File: src/psw_map.vh
// Register offsets, bit positions and operation codes of the status word
`ifndef PSW_MAP_VH
`define PSW_MAP_VH
`define PSW_ADDR_STATUS 12'hd0
`define PSW_ADDR_ACC 12'hd4
`define PSW_BIT_CARRY 7
`define PSW_BIT_HALF 6
`define PSW_BIT_USER0 5
`define PSW_BIT_BANK_HI 4
`define PSW_BIT_BANK_LO 3
`define PSW_BIT_RANGE 2
`define PSW_BIT_USER1 1
`define PSW_BIT_PARITY 0
`define PSW_RESET 8'h00
`define PSW_BANK_SHIFT 3
`define PSW_BCD_LIMIT 9'h064
`define PSW_RES_CARRY 2
`define PSW_RES_HALF 1
`define PSW_RES_RANGE 0
`define PSW_OP_NONE 5'h00
`define PSW_OP_ADD 5'h01
`define PSW_OP_ADD_CARRY 5'h02
`define PSW_OP_SUB_BORROW 5'h03
`define PSW_OP_PRODUCT 5'h04
`define PSW_OP_QUOTIENT 5'h05
`define PSW_OP_DEC_ADJ 5'h06
`define PSW_OP_ROT_RIGHT 5'h07
`define PSW_OP_ROT_LEFT 5'h08
`define PSW_OP_CARRY_ONE 5'h09
`define PSW_OP_CARRY_ZERO 5'h0a
`define PSW_OP_CARRY_INV 5'h0b
`define PSW_OP_CARRY_AND 5'h0c
`define PSW_OP_CARRY_AND_INV 5'h0d
`define PSW_OP_CARRY_OR 5'h0e
`define PSW_OP_CARRY_OR_INV 5'h0f
`define PSW_OP_CARRY_LOAD 5'h10
`define PSW_OP_CMP_JUMP 5'h11
`endif

File: src/psw_flag_logic.v
// Status word flag logic with APB register access
`timescale 1ns/10ps
`include "psw_map.vh"

////////////////////////////////////////////////////////////////////////////////
// Contract
// [RULE1] Add and subtract set carry on carry out of or borrow into bit 7.
// [RULE2] Multiply and divide always clear carry.
// [RULE3] Decimal adjust sets carry when the decimal sum passes 100; the code sets it when the sum is 100 or more.
// [RULE4] Compare-jump sets carry when first operand is below the second.
// [RULE5] Half-carry follows carry out of or borrow into bit 3.
// [RULE6] Two user flags, bits 5 and 1, change only by software.
// [RULE7] Bank bits pick RAM bank n at bytes 8n to 8n+7.
// [RULE8] Add overflow is carry out of bit 6 xor out of bit 7.
// [RULE9] Subtract overflow is borrow into bit 6 xor into bit 7.
// [RULE10] Multiply sets overflow when the high product byte is nonzero.
// [RULE11] Divide clears overflow, sets it when divisor is zero.
// [RULE12] Parity is the read-only xor of the accumulator bits.
// [RULE13] Carry-only instructions force or compute carry, leave others alone.
// [RULE14] Each arithmetic group updates only its listed flags.
// [RULE15] Instruction update beats software write; parity tracks accumulator.
module psw_flag_logic (
  // APB
  input wire pclk,
  input wire presetn,
  input wire psel,
  input wire penable,
  input wire pwrite,
  input wire [11:0] paddr,
  input wire [31:0] pwdata,
  output reg [31:0] prdata,
  output reg pready,
  output reg pslverr,
  // Arithmetic unit
  input wire op_valid,
  input wire [4:0] op_code,
  input wire [7:0] op_a,
  input wire [7:0] op_b,
  input wire [7:0] op_hi,
  input wire op_bit,
  input wire [7:0] acc,
  // Status to the core
  output reg carry_flag,
  output reg [7:0] program_status_word,
  output reg [4:0] bank_base
);

  ////////////////////////////////////////////////////////////////////////////
  // Internal state
  reg [7:0] status_word;
  reg [7:0] soft_word;
  reg [7:0] next_status_word;
  reg next_carry;
  reg next_half;
  reg next_range;
  reg [4:0] next_bank_base;

  ////////////////////////////////////////////////////////////////////////////
  // Flag arithmetic

  // Carry, half-carry and overflow of a + b + cin, packed
  function [2:0] add_flags;
    input [7:0] a;
    input [7:0] b;
    input cin;
    reg [8:0] full;
    reg [4:0] low_nib;
    reg [7:0] low_seven;
    begin
      full = {1'b0, a} + {1'b0, b} + {8'h00, cin};
      low_nib = {1'b0, a[3:0]} + {1'b0, b[3:0]} + {4'h0, cin};
      low_seven = {1'b0, a[6:0]} + {1'b0, b[6:0]} + {7'h00, cin};
      add_flags = {full[8], low_nib[4], low_seven[7] ^ full[8]};
    end
  endfunction

  // Borrow, half-borrow and overflow of a - b - cin, packed
  function [2:0] sub_flags;
    input [7:0] a;
    input [7:0] b;
    input cin;
    reg [8:0] full;
    reg [4:0] low_nib;
    reg [7:0] low_seven;
    begin
      // Wrapped top bit of each slice is the borrow out of it
      full = {1'b0, a} - {1'b0, b} - {8'h00, cin};
      low_nib = {1'b0, a[3:0]} - {1'b0, b[3:0]} - {4'h0, cin};
      low_seven = {1'b0, a[6:0]} - {1'b0, b[6:0]} - {7'h00, cin};
      sub_flags = {full[8], low_nib[4], low_seven[7] ^ full[8]};
    end
  endfunction

  // Decimal total has left the two-digit range
  function dec_carry;
    input ext;
    input [7:0] total;
    input cin;
    reg [8:0] wide;
    begin
      // A carry already out of the decimal add stays set
      wide = {ext, total};
      dec_carry = (wide >= `PSW_BCD_LIMIT) | cin;
    end
  endfunction

  // Boolean carry instructions
  function bit_carry;
    input [4:0] code;
    input cin;
    input operand;
    begin
      case (code)
        `PSW_OP_CARRY_INV: begin
          bit_carry = ~cin;
        end
        `PSW_OP_CARRY_AND: begin
          bit_carry = cin & operand;
        end
        `PSW_OP_CARRY_AND_INV: begin
          bit_carry = cin & ~operand;
        end
        `PSW_OP_CARRY_OR: begin
          bit_carry = cin | operand;
        end
        `PSW_OP_CARRY_OR_INV: begin
          bit_carry = cin | ~operand;
        end
        `PSW_OP_CARRY_LOAD: begin
          bit_carry = operand;
        end
        default: begin
          bit_carry = cin;
        end
      endcase
    end
  endfunction

  // Base byte of the selected working-register bank
  function [4:0] bank_addr;
    input [1:0] sel;
    begin
      bank_addr = {sel, {`PSW_BANK_SHIFT{1'b0}}};
    end
  endfunction

  ////////////////////////////////////////////////////////////////////////////
  // Bus decode
  wire setup = psel & ~penable;
  wire access = psel & penable;
  wire hit_status = paddr == `PSW_ADDR_STATUS;
  wire hit_acc = paddr == `PSW_ADDR_ACC;
  wire mapped = hit_status | hit_acc;
  // Write lands only on the edge that completes the transfer
  wire wr_status = access & pready & pwrite & hit_status;
  wire rd_status = setup & ~pwrite & hit_status;
  wire rd_acc = setup & ~pwrite & hit_acc;

  ////////////////////////////////////////////////////////////////////////////
  // Operation decode
  wire [4:0] live_op = op_valid ? op_code : `PSW_OP_NONE;
  wire old_carry = status_word[`PSW_BIT_CARRY];
  wire use_carry_in = (live_op == `PSW_OP_ADD_CARRY) & old_carry;
  wire new_parity = ^acc;
  wire [2:0] add_res = add_flags(op_a, op_b, use_carry_in);
  wire [2:0] sub_res = sub_flags(op_a, op_b, old_carry);
  wire dec_res = dec_carry(op_hi[0], op_a, old_carry);
  wire bit_res = bit_carry(live_op, old_carry, op_bit);

  ////////////////////////////////////////////////////////////////////////////
  // Software write
  always @* begin
    soft_word = status_word;
    // Write applies first; an instruction in the same cycle overrides the flags it updates
    if (wr_status) begin
      soft_word = pwdata[7:0]; // [RULE15]
    end
  end

  ////////////////////////////////////////////////////////////////////////////
  // Carry
  always @* begin
    next_carry = soft_word[`PSW_BIT_CARRY];
    case (live_op)
      `PSW_OP_ADD, `PSW_OP_ADD_CARRY: begin
        next_carry = add_res[`PSW_RES_CARRY]; // [RULE1] [RULE14]
      end
      `PSW_OP_SUB_BORROW: begin
        next_carry = sub_res[`PSW_RES_CARRY]; // [RULE1] [RULE14]
      end
      `PSW_OP_PRODUCT, `PSW_OP_QUOTIENT: begin
        next_carry = 1'b0; // [RULE2] [RULE14]
      end
      `PSW_OP_DEC_ADJ: begin
        next_carry = dec_res; // [RULE3] [RULE14]
      end
      `PSW_OP_CMP_JUMP: begin
        next_carry = op_a < op_b; // [RULE4] [RULE13]
      end
      `PSW_OP_ROT_RIGHT: begin
        next_carry = op_a[0]; // [RULE13]
      end
      `PSW_OP_ROT_LEFT: begin
        next_carry = op_a[7]; // [RULE13]
      end
      `PSW_OP_CARRY_ONE: begin
        next_carry = 1'b1; // [RULE13]
      end
      `PSW_OP_CARRY_ZERO: begin
        next_carry = 1'b0; // [RULE13]
      end
      `PSW_OP_CARRY_INV, `PSW_OP_CARRY_AND, `PSW_OP_CARRY_AND_INV,
      `PSW_OP_CARRY_OR, `PSW_OP_CARRY_OR_INV, `PSW_OP_CARRY_LOAD: begin
        next_carry = bit_res; // [RULE13]
      end
      default: begin
        next_carry = soft_word[`PSW_BIT_CARRY];
      end
    endcase
  end

  ////////////////////////////////////////////////////////////////////////////
  // Half-carry
  always @* begin
    next_half = soft_word[`PSW_BIT_HALF];
    case (live_op)
      `PSW_OP_ADD, `PSW_OP_ADD_CARRY: begin
        next_half = add_res[`PSW_RES_HALF]; // [RULE5] [RULE14]
      end
      `PSW_OP_SUB_BORROW: begin
        next_half = sub_res[`PSW_RES_HALF]; // [RULE5] [RULE14]
      end
      default: begin
        // Multiply, divide and carry-only ops keep it
        next_half = soft_word[`PSW_BIT_HALF]; // [RULE13] [RULE14]
      end
    endcase
  end

  ////////////////////////////////////////////////////////////////////////////
  // Signed overflow
  always @* begin
    next_range = soft_word[`PSW_BIT_RANGE];
    case (live_op)
      `PSW_OP_ADD, `PSW_OP_ADD_CARRY: begin
        next_range = add_res[`PSW_RES_RANGE]; // [RULE8] [RULE14]
      end
      `PSW_OP_SUB_BORROW: begin
        next_range = sub_res[`PSW_RES_RANGE]; // [RULE9] [RULE14]
      end
      `PSW_OP_PRODUCT: begin
        next_range = |op_hi; // [RULE10] [RULE14]
      end
      `PSW_OP_QUOTIENT: begin
        // Quotient and remainder are undefined in this case
        next_range = ~|op_b; // [RULE11] [RULE14]
      end
      default: begin
        next_range = soft_word[`PSW_BIT_RANGE]; // [RULE13]
      end
    endcase
  end

  ////////////////////////////////////////////////////////////////////////////
  // Word assembly
  always @* begin
    // User flags and bank bits only ever come from software
    next_status_word = soft_word; // [RULE6]
    next_status_word[`PSW_BIT_CARRY] = next_carry;
    next_status_word[`PSW_BIT_HALF] = next_half;
    next_status_word[`PSW_BIT_RANGE] = next_range;
    // Written parity is dropped; it always follows the accumulator
    next_status_word[`PSW_BIT_PARITY] = new_parity; // [RULE12] [RULE15]
    next_bank_base = bank_addr({next_status_word[`PSW_BIT_BANK_HI],
      next_status_word[`PSW_BIT_BANK_LO]}); // [RULE7]
  end

  ////////////////////////////////////////////////////////////////////////////
  // State and core outputs
  always @(posedge pclk or negedge presetn) begin
    if (!presetn) begin
      status_word <= `PSW_RESET;
      program_status_word <= `PSW_RESET;
      carry_flag <= 1'b0;
      bank_base <= 5'h00;
    end else begin
      status_word <= next_status_word;
      program_status_word <= next_status_word;
      carry_flag <= next_carry;
      bank_base <= next_bank_base;
    end
  end

  ////////////////////////////////////////////////////////////////////////////
  // APB slave
  // No wait states: pready and read data follow the setup cycle. Read
  // data show the word as it stands after the setup edge.
  always @(posedge pclk or negedge presetn) begin
    if (!presetn) begin
      prdata <= 32'h00000000;
      pready <= 1'b0;
      pslverr <= 1'b0;
    end else begin
      pready <= setup;
      pslverr <= setup & ~mapped;
      prdata <= 32'h00000000;
      if (rd_status) begin
        prdata <= {24'h000000, next_status_word};
      end else if (rd_acc) begin
        prdata <= {24'h000000, acc};
      end
    end
  end

endmodule

File: config.mk
export PLATFORM = sky130hd
export DESIGN_NAME = psw_flag_logic
export DESIGN_NICKNAME = d
export VERILOG_FILES = /design/src/psw_flag_logic.v
export VERILOG_INCLUDE_DIRS = /design/src /design/src/src
export SDC_FILE = /design/constraint.sdc
export NUM_CORES = 1
export LEC_CHECK = 0
export BUFFER_PORTS_ARGS = -buffer_cell sky130_fd_sc_hd__buf_2
export CORE_ASPECT_RATIO = 0.9
export CORE_UTILIZATION = 47
export DETAILED_ROUTE_END_ITERATION = 16
export GPL_TIMING_DRIVEN = 0
export PLACE_DENSITY = 0.92
export SYNTH_ARGS = -nofsm -noshare
export SYNTH_HDL_FRONTEND = slang
export SYNTH_SLANG_ARGS = --single-unit
File: constraint.sdc
create_clock -name pclk -period 7.4 [get_ports pclk]
set_clock_uncertainty 0.15 [all_clocks]
set_input_delay 0.37 -clock pclk [delete_from_list [all_inputs] [get_ports pclk]]
set_output_delay 0.37 -clock pclk [all_outputs]
set_load 0.01 [all_outputs]
## After elaboration in Yosys (flattened, before gate mapping)

Index checks and enable logic that the tools add are counted.

| cells by class | value |
|---|---|
| $add $sub $neg | 12 |
| $lt $le $gt $ge | 2 |
| equal/unequal tests | 19 |
| mux-type cells | 8 |
| bitwise logic cells | 23 |
| reduce and logical (&&, ||, !) cells | 7 |

Operator list:

| operator | number |
|---|---|
| $eq 5x4->1 const B | 8 |
| $eq 12x8->1 const B | 2 |
| $mux 8 | 3 |
| $eq 5x3->1 const B | 4 |
| $reduce_or 8->1 | 2 |
| $and 1x1->1 | 12 |
| $eq 5x2->1 const B | 2 |
| $eq 5x5->1 const B | 2 |
| $add 8x8->9 | 1 |
| $add 9x1->9 | 1 |
| $ge 9x7->1 const B | 1 |
| $pmux 1 s9 | 1 |
| $sub 8x8->9 | 1 |
| $sub 9x1->9 | 1 |
| $add 7x7->8 | 1 |
| $add 8x1->8 | 1 |
| $lt 8x8->1 | 1 |
| $reduce_xor 8->1 | 1 |
| $sub 7x7->8 | 1 |
| $sub 8x1->8 | 1 |
| $pmux 1 s6 | 1 |
| $reduce_or 6->1 | 1 |
| $add 4x4->5 | 1 |
| $add 5x1->5 | 1 |
| 12 further kinds | 20 |

| word-level totals | value |
|---|---|
| register bits | 45 |
| bits of input ports | 88 |
| output and inout bits | 48 |
| logic and storage cells | 77 |

## Longest topological paths before layout

Gate-level depths: netlist (run 1).

| depth | value |
|---|---|
| depth after elaboration | 7 |
| depth in mapped cells | 11 |
| depth with buffers taken out | 11 |

## Least setup slack after synthesis (run 1)

Ideal clock, no wire load.

| timing | value |
|---|---|
| path kind | register to register |
| from | register, netlist name carry_flag |
| to | register prdata[2] |
| library setup time | 125 ps |
| data arrival time | 2487 ps |
| data required time | 7125 ps |
| slack | 4639 ps |
| stages on the path, launching flop included | 12 |
| buffers on the path | 0 |
| clock period less this slack | 2761 ps |
| path through | dfrtp_1 inv_1 ha_1 a21o_1 ha_1 nand2_1 nor4b_1 o21ai_0 a21oi_1 xnor3_1 a21oi_1 o21ai_1 |

RTL lines:

| what | RTL line | RTL |
|---|---|---|
| to (signal assigned) | psw_flag_logic.v:308 | `prdata <= {24'h000000, next_status_word};` |
| to (signal assigned) | psw_flag_logic.v:310 | `prdata <= {24'h000000, acc};` |
| to (decl) | psw_flag_logic.v:31 | `output reg [31:0] prdata,` |

==> run summary, run 1 <==
For the pin with the worst max-slew slack, the measured transition is 683 ps. STA puts the critical path data required time at 7380 ps. The core region is 4240 sq um. After global routing the overflow that remains totals 0. The repair_antennas step left the layout with diodes totalling 0. In this run the power density over the cells is 117 nW/um^2. The arrival time of the worst setup path was 3160 ps; the largest net degree at the start of global routing was 19. For the number of vias after detailed routing, the log shows 2186.

By area the synthesized netlist is led by dfrtp_1, ha_1, buf_4, inv_1, xnor2_1. At the end of the flow, the number of nets in the layout was 483. Once detail routing completed, the nets flagged for antenna violations numbered 0. The number of hold-slack violations in the final timing report is 0. The worst setup path is captured at a flip-flop. The CTS buffer count came out at 3. The critical path launch point was carry_flag. The DRC violation total after the first TritonRoute iteration was 148; the number of H-tree levels was 1. The placed wire-length estimate was 4.72 mm. The share of final-layout standard cells stronger than drive strength 1 works out to 35.1%. The tools report the maximum VDD drop as 0.0000828 V. The proportion of synthesized chip area in sequential cells was 21.0%.

Once the floorplan was initialized, standard cells occupied 50.7% of the core. The min-delay analysis places its worst path in the category input pin to flip-flop. The first global-routing pass estimated 8.58 mm of wire.

The via count of the first global-routing pass is 2009, and the post-detailed-route wirelength per cell is 13.4 um. The logs give 0 for the number of slew-limit violations in the final report and 0 for the number of antenna violations at the first check in global routing. After floorplanning, the core was divided into 22 placement rows. The number of storage elements in the synthesis netlist was 18; the via count normalized by instance count was 5.14. The congestion estimate from routability-driven global placement came to 0.861. The total routing resource utilization after global routing is 23.0%, and the clock insertion delay at the later pin of the skew report is 260 ps. For the number of iterations in the first detailed-routing pass, the log shows 4. Setup repair after global routing left no endpoint under its margin. The critical path is of the flip-flop to flip-flop type. The tools report the sum of negative setup slack as 0 ps. CTS placed an instance of clkbuf_8 at the clock tree root. Headroom to the max-slew limit came out at 53.8%. The share of the core filled with cells is 66.0%. The count of clock tree sinks is 18. TritonCTS built the clock tree. The post-CTS setup buffer count came out at 0. The depth of the most critical reg-to-reg path works out to 11. The launching point of the worst reg2reg path was carry_flag. The total of max-cap violations came out at 0. For the number of buffers between clock root and the deepest sink, the log shows 2. Setup violations remaining at the end of the flow were counted as 0. Summed over all layers, the routed wires come to 5.72 mm. The die covers 4850 sq um. In this run the critical register-to-register path is captured at prdata[2]. The minimum setup slack among reg-to-reg paths was 4220 ps. The largest area contributor in the synthesized netlist is dfrtp_1. The highest clock frequency the design can meet was 314 MHz. A synthesized cell averages 8.53 sq um. Counting flops with a built-in enable in the synthesized netlist gives 0. The fraction of registers with async set or reset after synthesis came out at 100%. Following the worst setup path forward leads to its endpoint at prdata[2]. Counting every instance in the synthesized netlist gives 252.

STA classifies the critical path startpoint as a flip-flop. Final cycle utilization of the critical path: 43.0%. The share of synthesized area in the top cell type comes to 21.0%.

Buffers placed on the I/O ports in this run total 82. Fill cells in the final layout number 357. The Yosys step of the flow raised 0 warnings.

Measured along the y axis, the die boundary spans 66.2 um. The DRC violation count after routing was 0. 136 I/O pins were placed.

The flow ran to the end, and the final reports show no timing, DRC or antenna violations. In this run the most critical hold path is launched from pwdata[3]. Relative to the synthesized area, the layout overhead comes to 30.2%. The highest net fanout along the worst path was 9; the number of distinct library cell variants in the gate-level netlist after synthesis was 50.

Time the worst path needs with I/O delays and setup: 3180 ps. The post-synthesis instance area was 2150 sq um. After clock tree synthesis, the clock-pin slew on the worst setup and hold paths is 70 ps. Among all flip-flop cells after synthesis, the most frequent one is dfrtp_1. From left edge to right edge, the die measures 73.3 um. In this run the static leakage power is 0.00155 uW.
stage by stage:
step | cell area [sq um] | hold slack [ps] | std cells | worst slack, ps | total power [uW]
2_1_floorplan | 2250 | -75.6 | 278 | 4640 | 196
6_report | 2800 | 214 | 425 | 4220 | 326
5_1_grt | 2800 | 209 | 425 | 4040 | 345
4_1_cts | 2800 | 225 | 425 | 4250 | 323
3_3_place_gp | 2730 | 158 | 420 | 4350 | 239
3_5_place_dp | 2730 | 155 | 420 | 4260 | 245
area by class of cell:
type,count,area (sq um),share of cell area [%]
Clock buffer,4,55.1,1.97
Tap cell,60,75.1,2.68
Sequential cell,18,450,16.1
Timing Repair Buffer,83,420,15.0
Inverter,31,116,4.16
Multi-Input combinational cell,194,1430,51.1
Buffer,35,251,8.99
cells in the final DEF, fill, tap and decap left out, types with 2 or more instances in the layout:
| cell type | instances |
|---|---|
| xor2_1 | 3 |
| o311ai_0 | 2 |
| nand2b_1 | 7 |
| o2111ai_1 | 2 |
| ha_1 | 29 |
| nor2_1 | 11 |
| nor2b_1 | 5 |
| a21oi_1 | 14 |
| nand4_1 | 3 |
| o211ai_1 | 4 |
| conb_1 | 27 |
| mux2i_1 | 4 |
| nand2_1 | 6 |
| buf_2 | 82 |
| a21o_1 | 3 |
| nand3b_1 | 2 |
| nand3_1 | 5 |
| buf_4 | 30 |
| o21ai_0 | 5 |
| dfrtp_1 | 18 |
| inv_1 | 31 |
| nor3_1 | 13 |
| clkbuf_1 | 4 |
| nor4_1 | 5 |
| or3_1 | 3 |
| mux2_2 | 4 |
| a2111oi_0 | 3 |
| clkbuf_8 | 4 |
| nor4b_1 | 3 |
| and2_1 | 2 |
| xnor2_1 | 9 |
state kept, by name, indices dropped and copies added (netlist names):
| register | count |
|---|---|
| status_word | 7 |
| pready | 1 |
| prdata | 8 |
| carry_flag | 1 |
| pslverr | 1 |
routing by layer:
metal  global-route usage, %  up-vias  wire length [um]
met3                    3.66       14               478
met4                    10.5        0               172
li1                        -     1048                 -
met1                    24.9     1004              2200
met5                       0        -                 0
met2                    43.2      120              2860
critical path, stage by stage, from the launching register on:
cell and delay (ps):
dfrtp_1 500, inv_1 80, ha_1 290, a21o_1 190, ha_1 270, nand2_1 90, nor4b_1 300, o21ai_0 200
a21oi_1 300, xnor3_1 380, a21oi_1 210, o21ai_1 100
cell families (layout without fill, tap and decap cells):
group                    after synthesis  in the layout  share of synthesized area [%]
buffers and inverters                 66            153                           17.1
adder cells (fa/ha/maj)               29             29                           16.9
flip-flops                            18             18                           21.0
XOR/XNOR                              13             13                           5.94
AO/OA/AOI/OAI                         40             40                           12.3
multiplexers                           8              8                           3.96
AND/OR/NAND/NOR                       77             77                           22.7
other                                  1             27                          0.174
repair_timing:
item	CTS	global route
resized for setup	0	0
hold buffers	1	0
endpoints found under the hold margin	18	0
synthesized netlist by cell type, types with 2 or more instances:
cell type  instances
or3_1              3
mux2i_1            4
nand3_1            5
buf_4             30
nor4_1             5
nor3_1            13
o21ai_0            5
o2111ai_1          2
o311ai_0           2
dfrtp_1           18
o211ai_1           4
clkbuf_1           4
xor2_1             3
nor4b_1            3
a21oi_1           14
nand3b_1           2
nor2_1            11
and2_1             2
nand4_1            3
inv_1             31
xnor2_1            9
a21o_1             3
nor2b_1            5
a2111oi_0          3
ha_1              29
nand2b_1           7
nand2_1            6
mux2_2             4
how the worst min path moves through the flow:
| stage | slack, ps | cells past startpoint | to |
|---|---|---|---|
| 2_1_floorplan | -80 | 0 | carry_flag |
| 3_3_place_gp | 160 | 1 | status_word[3] |
| 3_5_place_dp | 150 | 1 | status_word[3] |
| 4_1_cts | 230 | 2 | status_word[3] |
| 5_1_grt | 210 | 2 | status_word[3] |
| 6_report | 210 | 2 | status_word[3] |
power breakdown:
part / switching (uW) / internal [uW]
Clock: 33.6 / 47.3
Combinational: 73.2 / 63.8
Sequential: 4.04 / 105
No activity file was read; power rests on OpenSTA's default activity.
==> inputs of run 2 (changes only) <==
--- a/config.mk
+++ b/config.mk
@@ -6,12 +6,13 @@
 export SDC_FILE = /design/constraint.sdc
 export NUM_CORES = 1
 export LEC_CHECK = 0
+export ABC_AREA = 1
 export BUFFER_PORTS_ARGS = -buffer_cell sky130_fd_sc_hd__buf_2
 export CORE_ASPECT_RATIO = 0.9
-export CORE_UTILIZATION = 47
+export CORE_UTILIZATION = 45
 export DETAILED_ROUTE_END_ITERATION = 16
 export GPL_TIMING_DRIVEN = 0
-export PLACE_DENSITY = 0.92
+export PLACE_DENSITY = 0.87
 export SYNTH_ARGS = -nofsm -noshare
 export SYNTH_HDL_FRONTEND = slang
 export SYNTH_SLANG_ARGS = --single-unit
==> constraint.sdc (replaced) <==
create_clock -name pclk -period 3 [get_ports pclk]
set_clock_uncertainty 0.15 [all_clocks]
set_input_delay 0.15 -clock pclk [delete_from_list [all_inputs] [get_ports pclk]]
set_output_delay 0.15 -clock pclk [all_outputs]
set_load 0.01 [all_outputs]
==> run summary, run 2 <==
The count of instances resized after the clock tree is built is 0. The endpoint of the lowest-slack register-to-register path was prdata[7]. The number of hold-slack violations in the final timing report is 0. The tools report the largest net degree at the start of global routing as 19. Startpoint class of the critical path: a flip-flop. The setup path with the least slack is of type flip-flop to flip-flop.

prdata holds more flip-flops than any other register. Once detail routing completed, the nets flagged for antenna violations numbered 0. The tools report the number of antenna diodes as 0. Number of vias after detailed routing: 2416. Setup repair after global routing left no endpoint under its margin. The tools report the count of clock tree sinks as 18. The most common cell in the synthesized netlist is inv_1. The starting density of the core was 47.3%; the area fraction of the dominant cell type after synthesis was 19.3%.

The worst hold path belongs to the class input pin to flip-flop. The run gives 375 MHz as the highest clock frequency the design can meet. Post-synthesis instance area: 2330 sq um. Among all flip-flop cells after synthesis, the most frequent one is dfrtp_1. After detailed routing, the number of vias per cell comes to 4.76. The post-detailed-route wirelength per cell was 10.9 um; the DRC violation count after routing was 0. The average instance in the mapped netlist occupies 7.13 sq um. In this run the critical register-to-register path is launched from carry_flag. The proportion of synthesized chip area in sequential cells was 19.3%; the sum of negative setup slack was 0 ps. The DRC violation total after the first TritonRoute iteration was 122; the share of final-layout standard cells stronger than drive strength 1 was 32.5%. The analysis attributes to net switching a power of 306 uW. Combinational cells account for 47.5% of the total power. The run gives 0 as the remaining global-route overflow. The core area came out at 4920 sq um. The flow ran to the end, and the final reports show no timing, DRC or antenna violations.

The largest total area in the synthesized netlist belongs to dfrtp_1. The tools report the final cell count without fillers as 508. For this block, the routed nets add up to 5.51 mm of wire. In this run the worst path has a maximum fanout of 6. The logs give 0 for the total of max-cap violations and 1 for the number of H-tree levels. For this run, the total global-route usage over all layers was measured as 20.5%. In the global route stage, met2 resource usage came out at 36.7%.

The number of cells after detailed placement is 501, and the fraction of registers with async set or reset after synthesis is 100%. After synthesis, the cell types taking the most area are dfrtp_1, ha_1, buf_4, inv_1, nand2_1. TritonCTS built the clock tree.

The die covers 5470 sq um. Data arrives at the worst endpoint at 2660 ps. Counting the buffers created by CTS gives 3. The worst hold path passes through 2 cells. The tools report the capture endpoint of the worst hold path as prdata[6]. Clock tree synthesis selected as its root buffer the cell clkbuf_8. In this run the tool buffered the top-level ports with 83 buffer cells. The internal portion of total power is 523 uW, and the met1 usage in global routing is 25.8%.

The logs give 330 ps for the minimum setup slack among reg-to-reg paths and 0.784% for the global routing usage on met3. The worst path needs 2670 ps of the cycle, external delays included. The run gives 2930 sq um as the total cell area at the placement stage.

Leakage power summed over all cells: 0.00182 uW. The net switching fraction of the power is 36.9%. The number of slew-limit violations in the final report was 0; the number of iterations in the first detailed-routing pass was 4. The via count of the first global-routing pass is 2204.

STA classifies the critical path endpoint as a flip-flop. By count the netlist is led by inv_1, nand2_1, nor2_1. Dividing total power by cell area gives a power density of 276 nW/um^2. The synthesized design contains 18 register bits. The run gives 2990 ps as the required time of the worst setup path. Setup violations remaining at the end of the flow were counted as 0. The finished cells cover 3010 sq um. Sequential cells burn 33.0% of the power. The number of enable flip-flop cells after synthesis is 0. For this run, the post-layout net count is 562. The die boundary height was 70.3 um. For the share of total power in the clock network, the log shows 19.5%.

The critical path starts at carry_flag. The first global-routing pass estimated 9.25 mm of wire. The clock insertion delay at the later pin of the skew report is 250 ps, and the width of the chip is 77.9 um. From synthesis to final layout, the design area changed by 29.0%.

The tools report the routability congestion estimate from global placement as 0.901. The clock transition at the registers of the reported paths came out at 60 ps. The top cell types in the final layout, fill and taps aside, are buf_2, inv_1, nand2_1, nor2_1, buf_4. Row generation in the floorplan step produced 24 rows. In this run the most critical hold path is launched from acc[6].

For the number of synthesis warnings, the log shows 0. Across the VDD grid, the largest voltage drop is 0.000150 V. The tools report the number of primary I/O pins as 136. The largest registers in the layout are prdata x8, status_word x7. The number of antenna violations at the first check in global routing was 0; the final cycle utilization of the critical path was 88.8%.

Detailed placement finished with a half-perimeter wire length of 4.71 mm. Fill cells in the final layout number 452. In this run the most used layer during global routing was met2. The worst register-to-register path has a depth of 16.

Leaving out fill and tap cells, the most frequent cell in the layout is buf_2. The number of buffers between clock root and the deepest sink is 2, and the post-synthesis instance total is 327. Cells fill 61.1% of the core in the end.

The netlist uses 36 different library cells. The flip-flop count of the largest register, all copies and words added works out to 8. The tightest hold path in the finished design has a slack of 5.15 ps.
run 2: cell types whose count changed in the layout (fill, tap and decap cells not counted), sizes merged, moves of 4 or more:
cell / before / now
inv: 31 / 58
clkbuf: 8 / 3
nor4b: 4 / 0
nor3: 15 / 4
o21ai: 6 / 10
mux2i: 4 / 0
nand2: 6 / 58
nor2: 11 / 39
nor2b: 5 / 0
nand3: 6 / 24
a22o: 0 / 6
nand2b: 7 / 0
run 2: cells by family after synthesis:
logic type / Yosys count / synth area share [%]
simple gates: 139 / 29.1
buf+inv: 89 / 19.2
compound gates: 39 / 11.6
fa+ha+maj: 29 / 15.6
flops: 18 / 19.3
xor+xnor: 7 / 2.63
mux: 5 / 2.42
other cells: 1 / 0.161
run 2: cell type report:
class	instances	area, sq um	share of cell area (%)
timing repair buffer	87	455	15.1
clock buffer	3	41.3	1.37
multi-input combinational	246	1530	50.9
tap	65	81.3	2.70
buffer	30	225	7.49
inverter	59	221	7.37
sequential	18	450	15.0
run 2: how the worst max path moves through the flow:
stage,to,cells past startpoint
2_1_floorplan,prdata[7],16
3_3_place_gp,prdata[7],16
3_5_place_dp,prdata[7],16
4_1_cts,prdata[7],16
5_1_grt,prdata[7],16
6_report,prdata[7],16
run 2: worst max-delay path, cell delays in order (launching register included):
cell and delay (ps):
dfrtp_1 450, inv_1 140, ha_1 290, a21o_1 180
ha_1 260, nand2_1 80, nand3b_1 120, nand2_1 110
nand2_1 70, nand2_1 70, nand3_1 100, nand3_1 110
nand4_1 100, nor2_2 130, nand3_2 70, nand2_1 60
nand2_1 50
run 2: metal layers:
| layer | vias up | part of all wire, % |
|---|---|---|
| li1 | 1240 | - |
| met1 | 1077 | 44 |
| met2 | 84 | 49 |
| met3 | 15 | 5.5 |
| met4 | 0 | 2.4 |
| met5 | - | 0 |
run 2: power by group through the flow:
| stage | clock network [uW] | registers [uW] | logic, uW |
|---|---|---|---|
| after detailed placement | 0 | 277 | 387 |
| after CTS | 163 | 273 | 392 |
| after global routing | 172 | 276 | 443 |
| final | 162 | 273 | 394 |
| after global placement | 0 | 277 | 377 |
| after floorplan | 0 | 285 | 248 |
run 2: timing repair:
item / 4_1_cts / 5_1_grt
endpoints found under the hold margin: 20 / 0
buffers inserted: 0 / 0
hold buffers: 4 / 0
run 2: per-stage QoR:
| step | worst slack [ps] | power [uW] |
|---|---|---|
| 6_report | 335 | 829 |
| 5_1_grt | 83.4 | 890 |
| 4_1_cts | 315 | 828 |
| 3_5_place_dp | 336 | 664 |
| 3_3_place_gp | 355 | 654 |
| 2_1_floorplan | 625 | 534 |
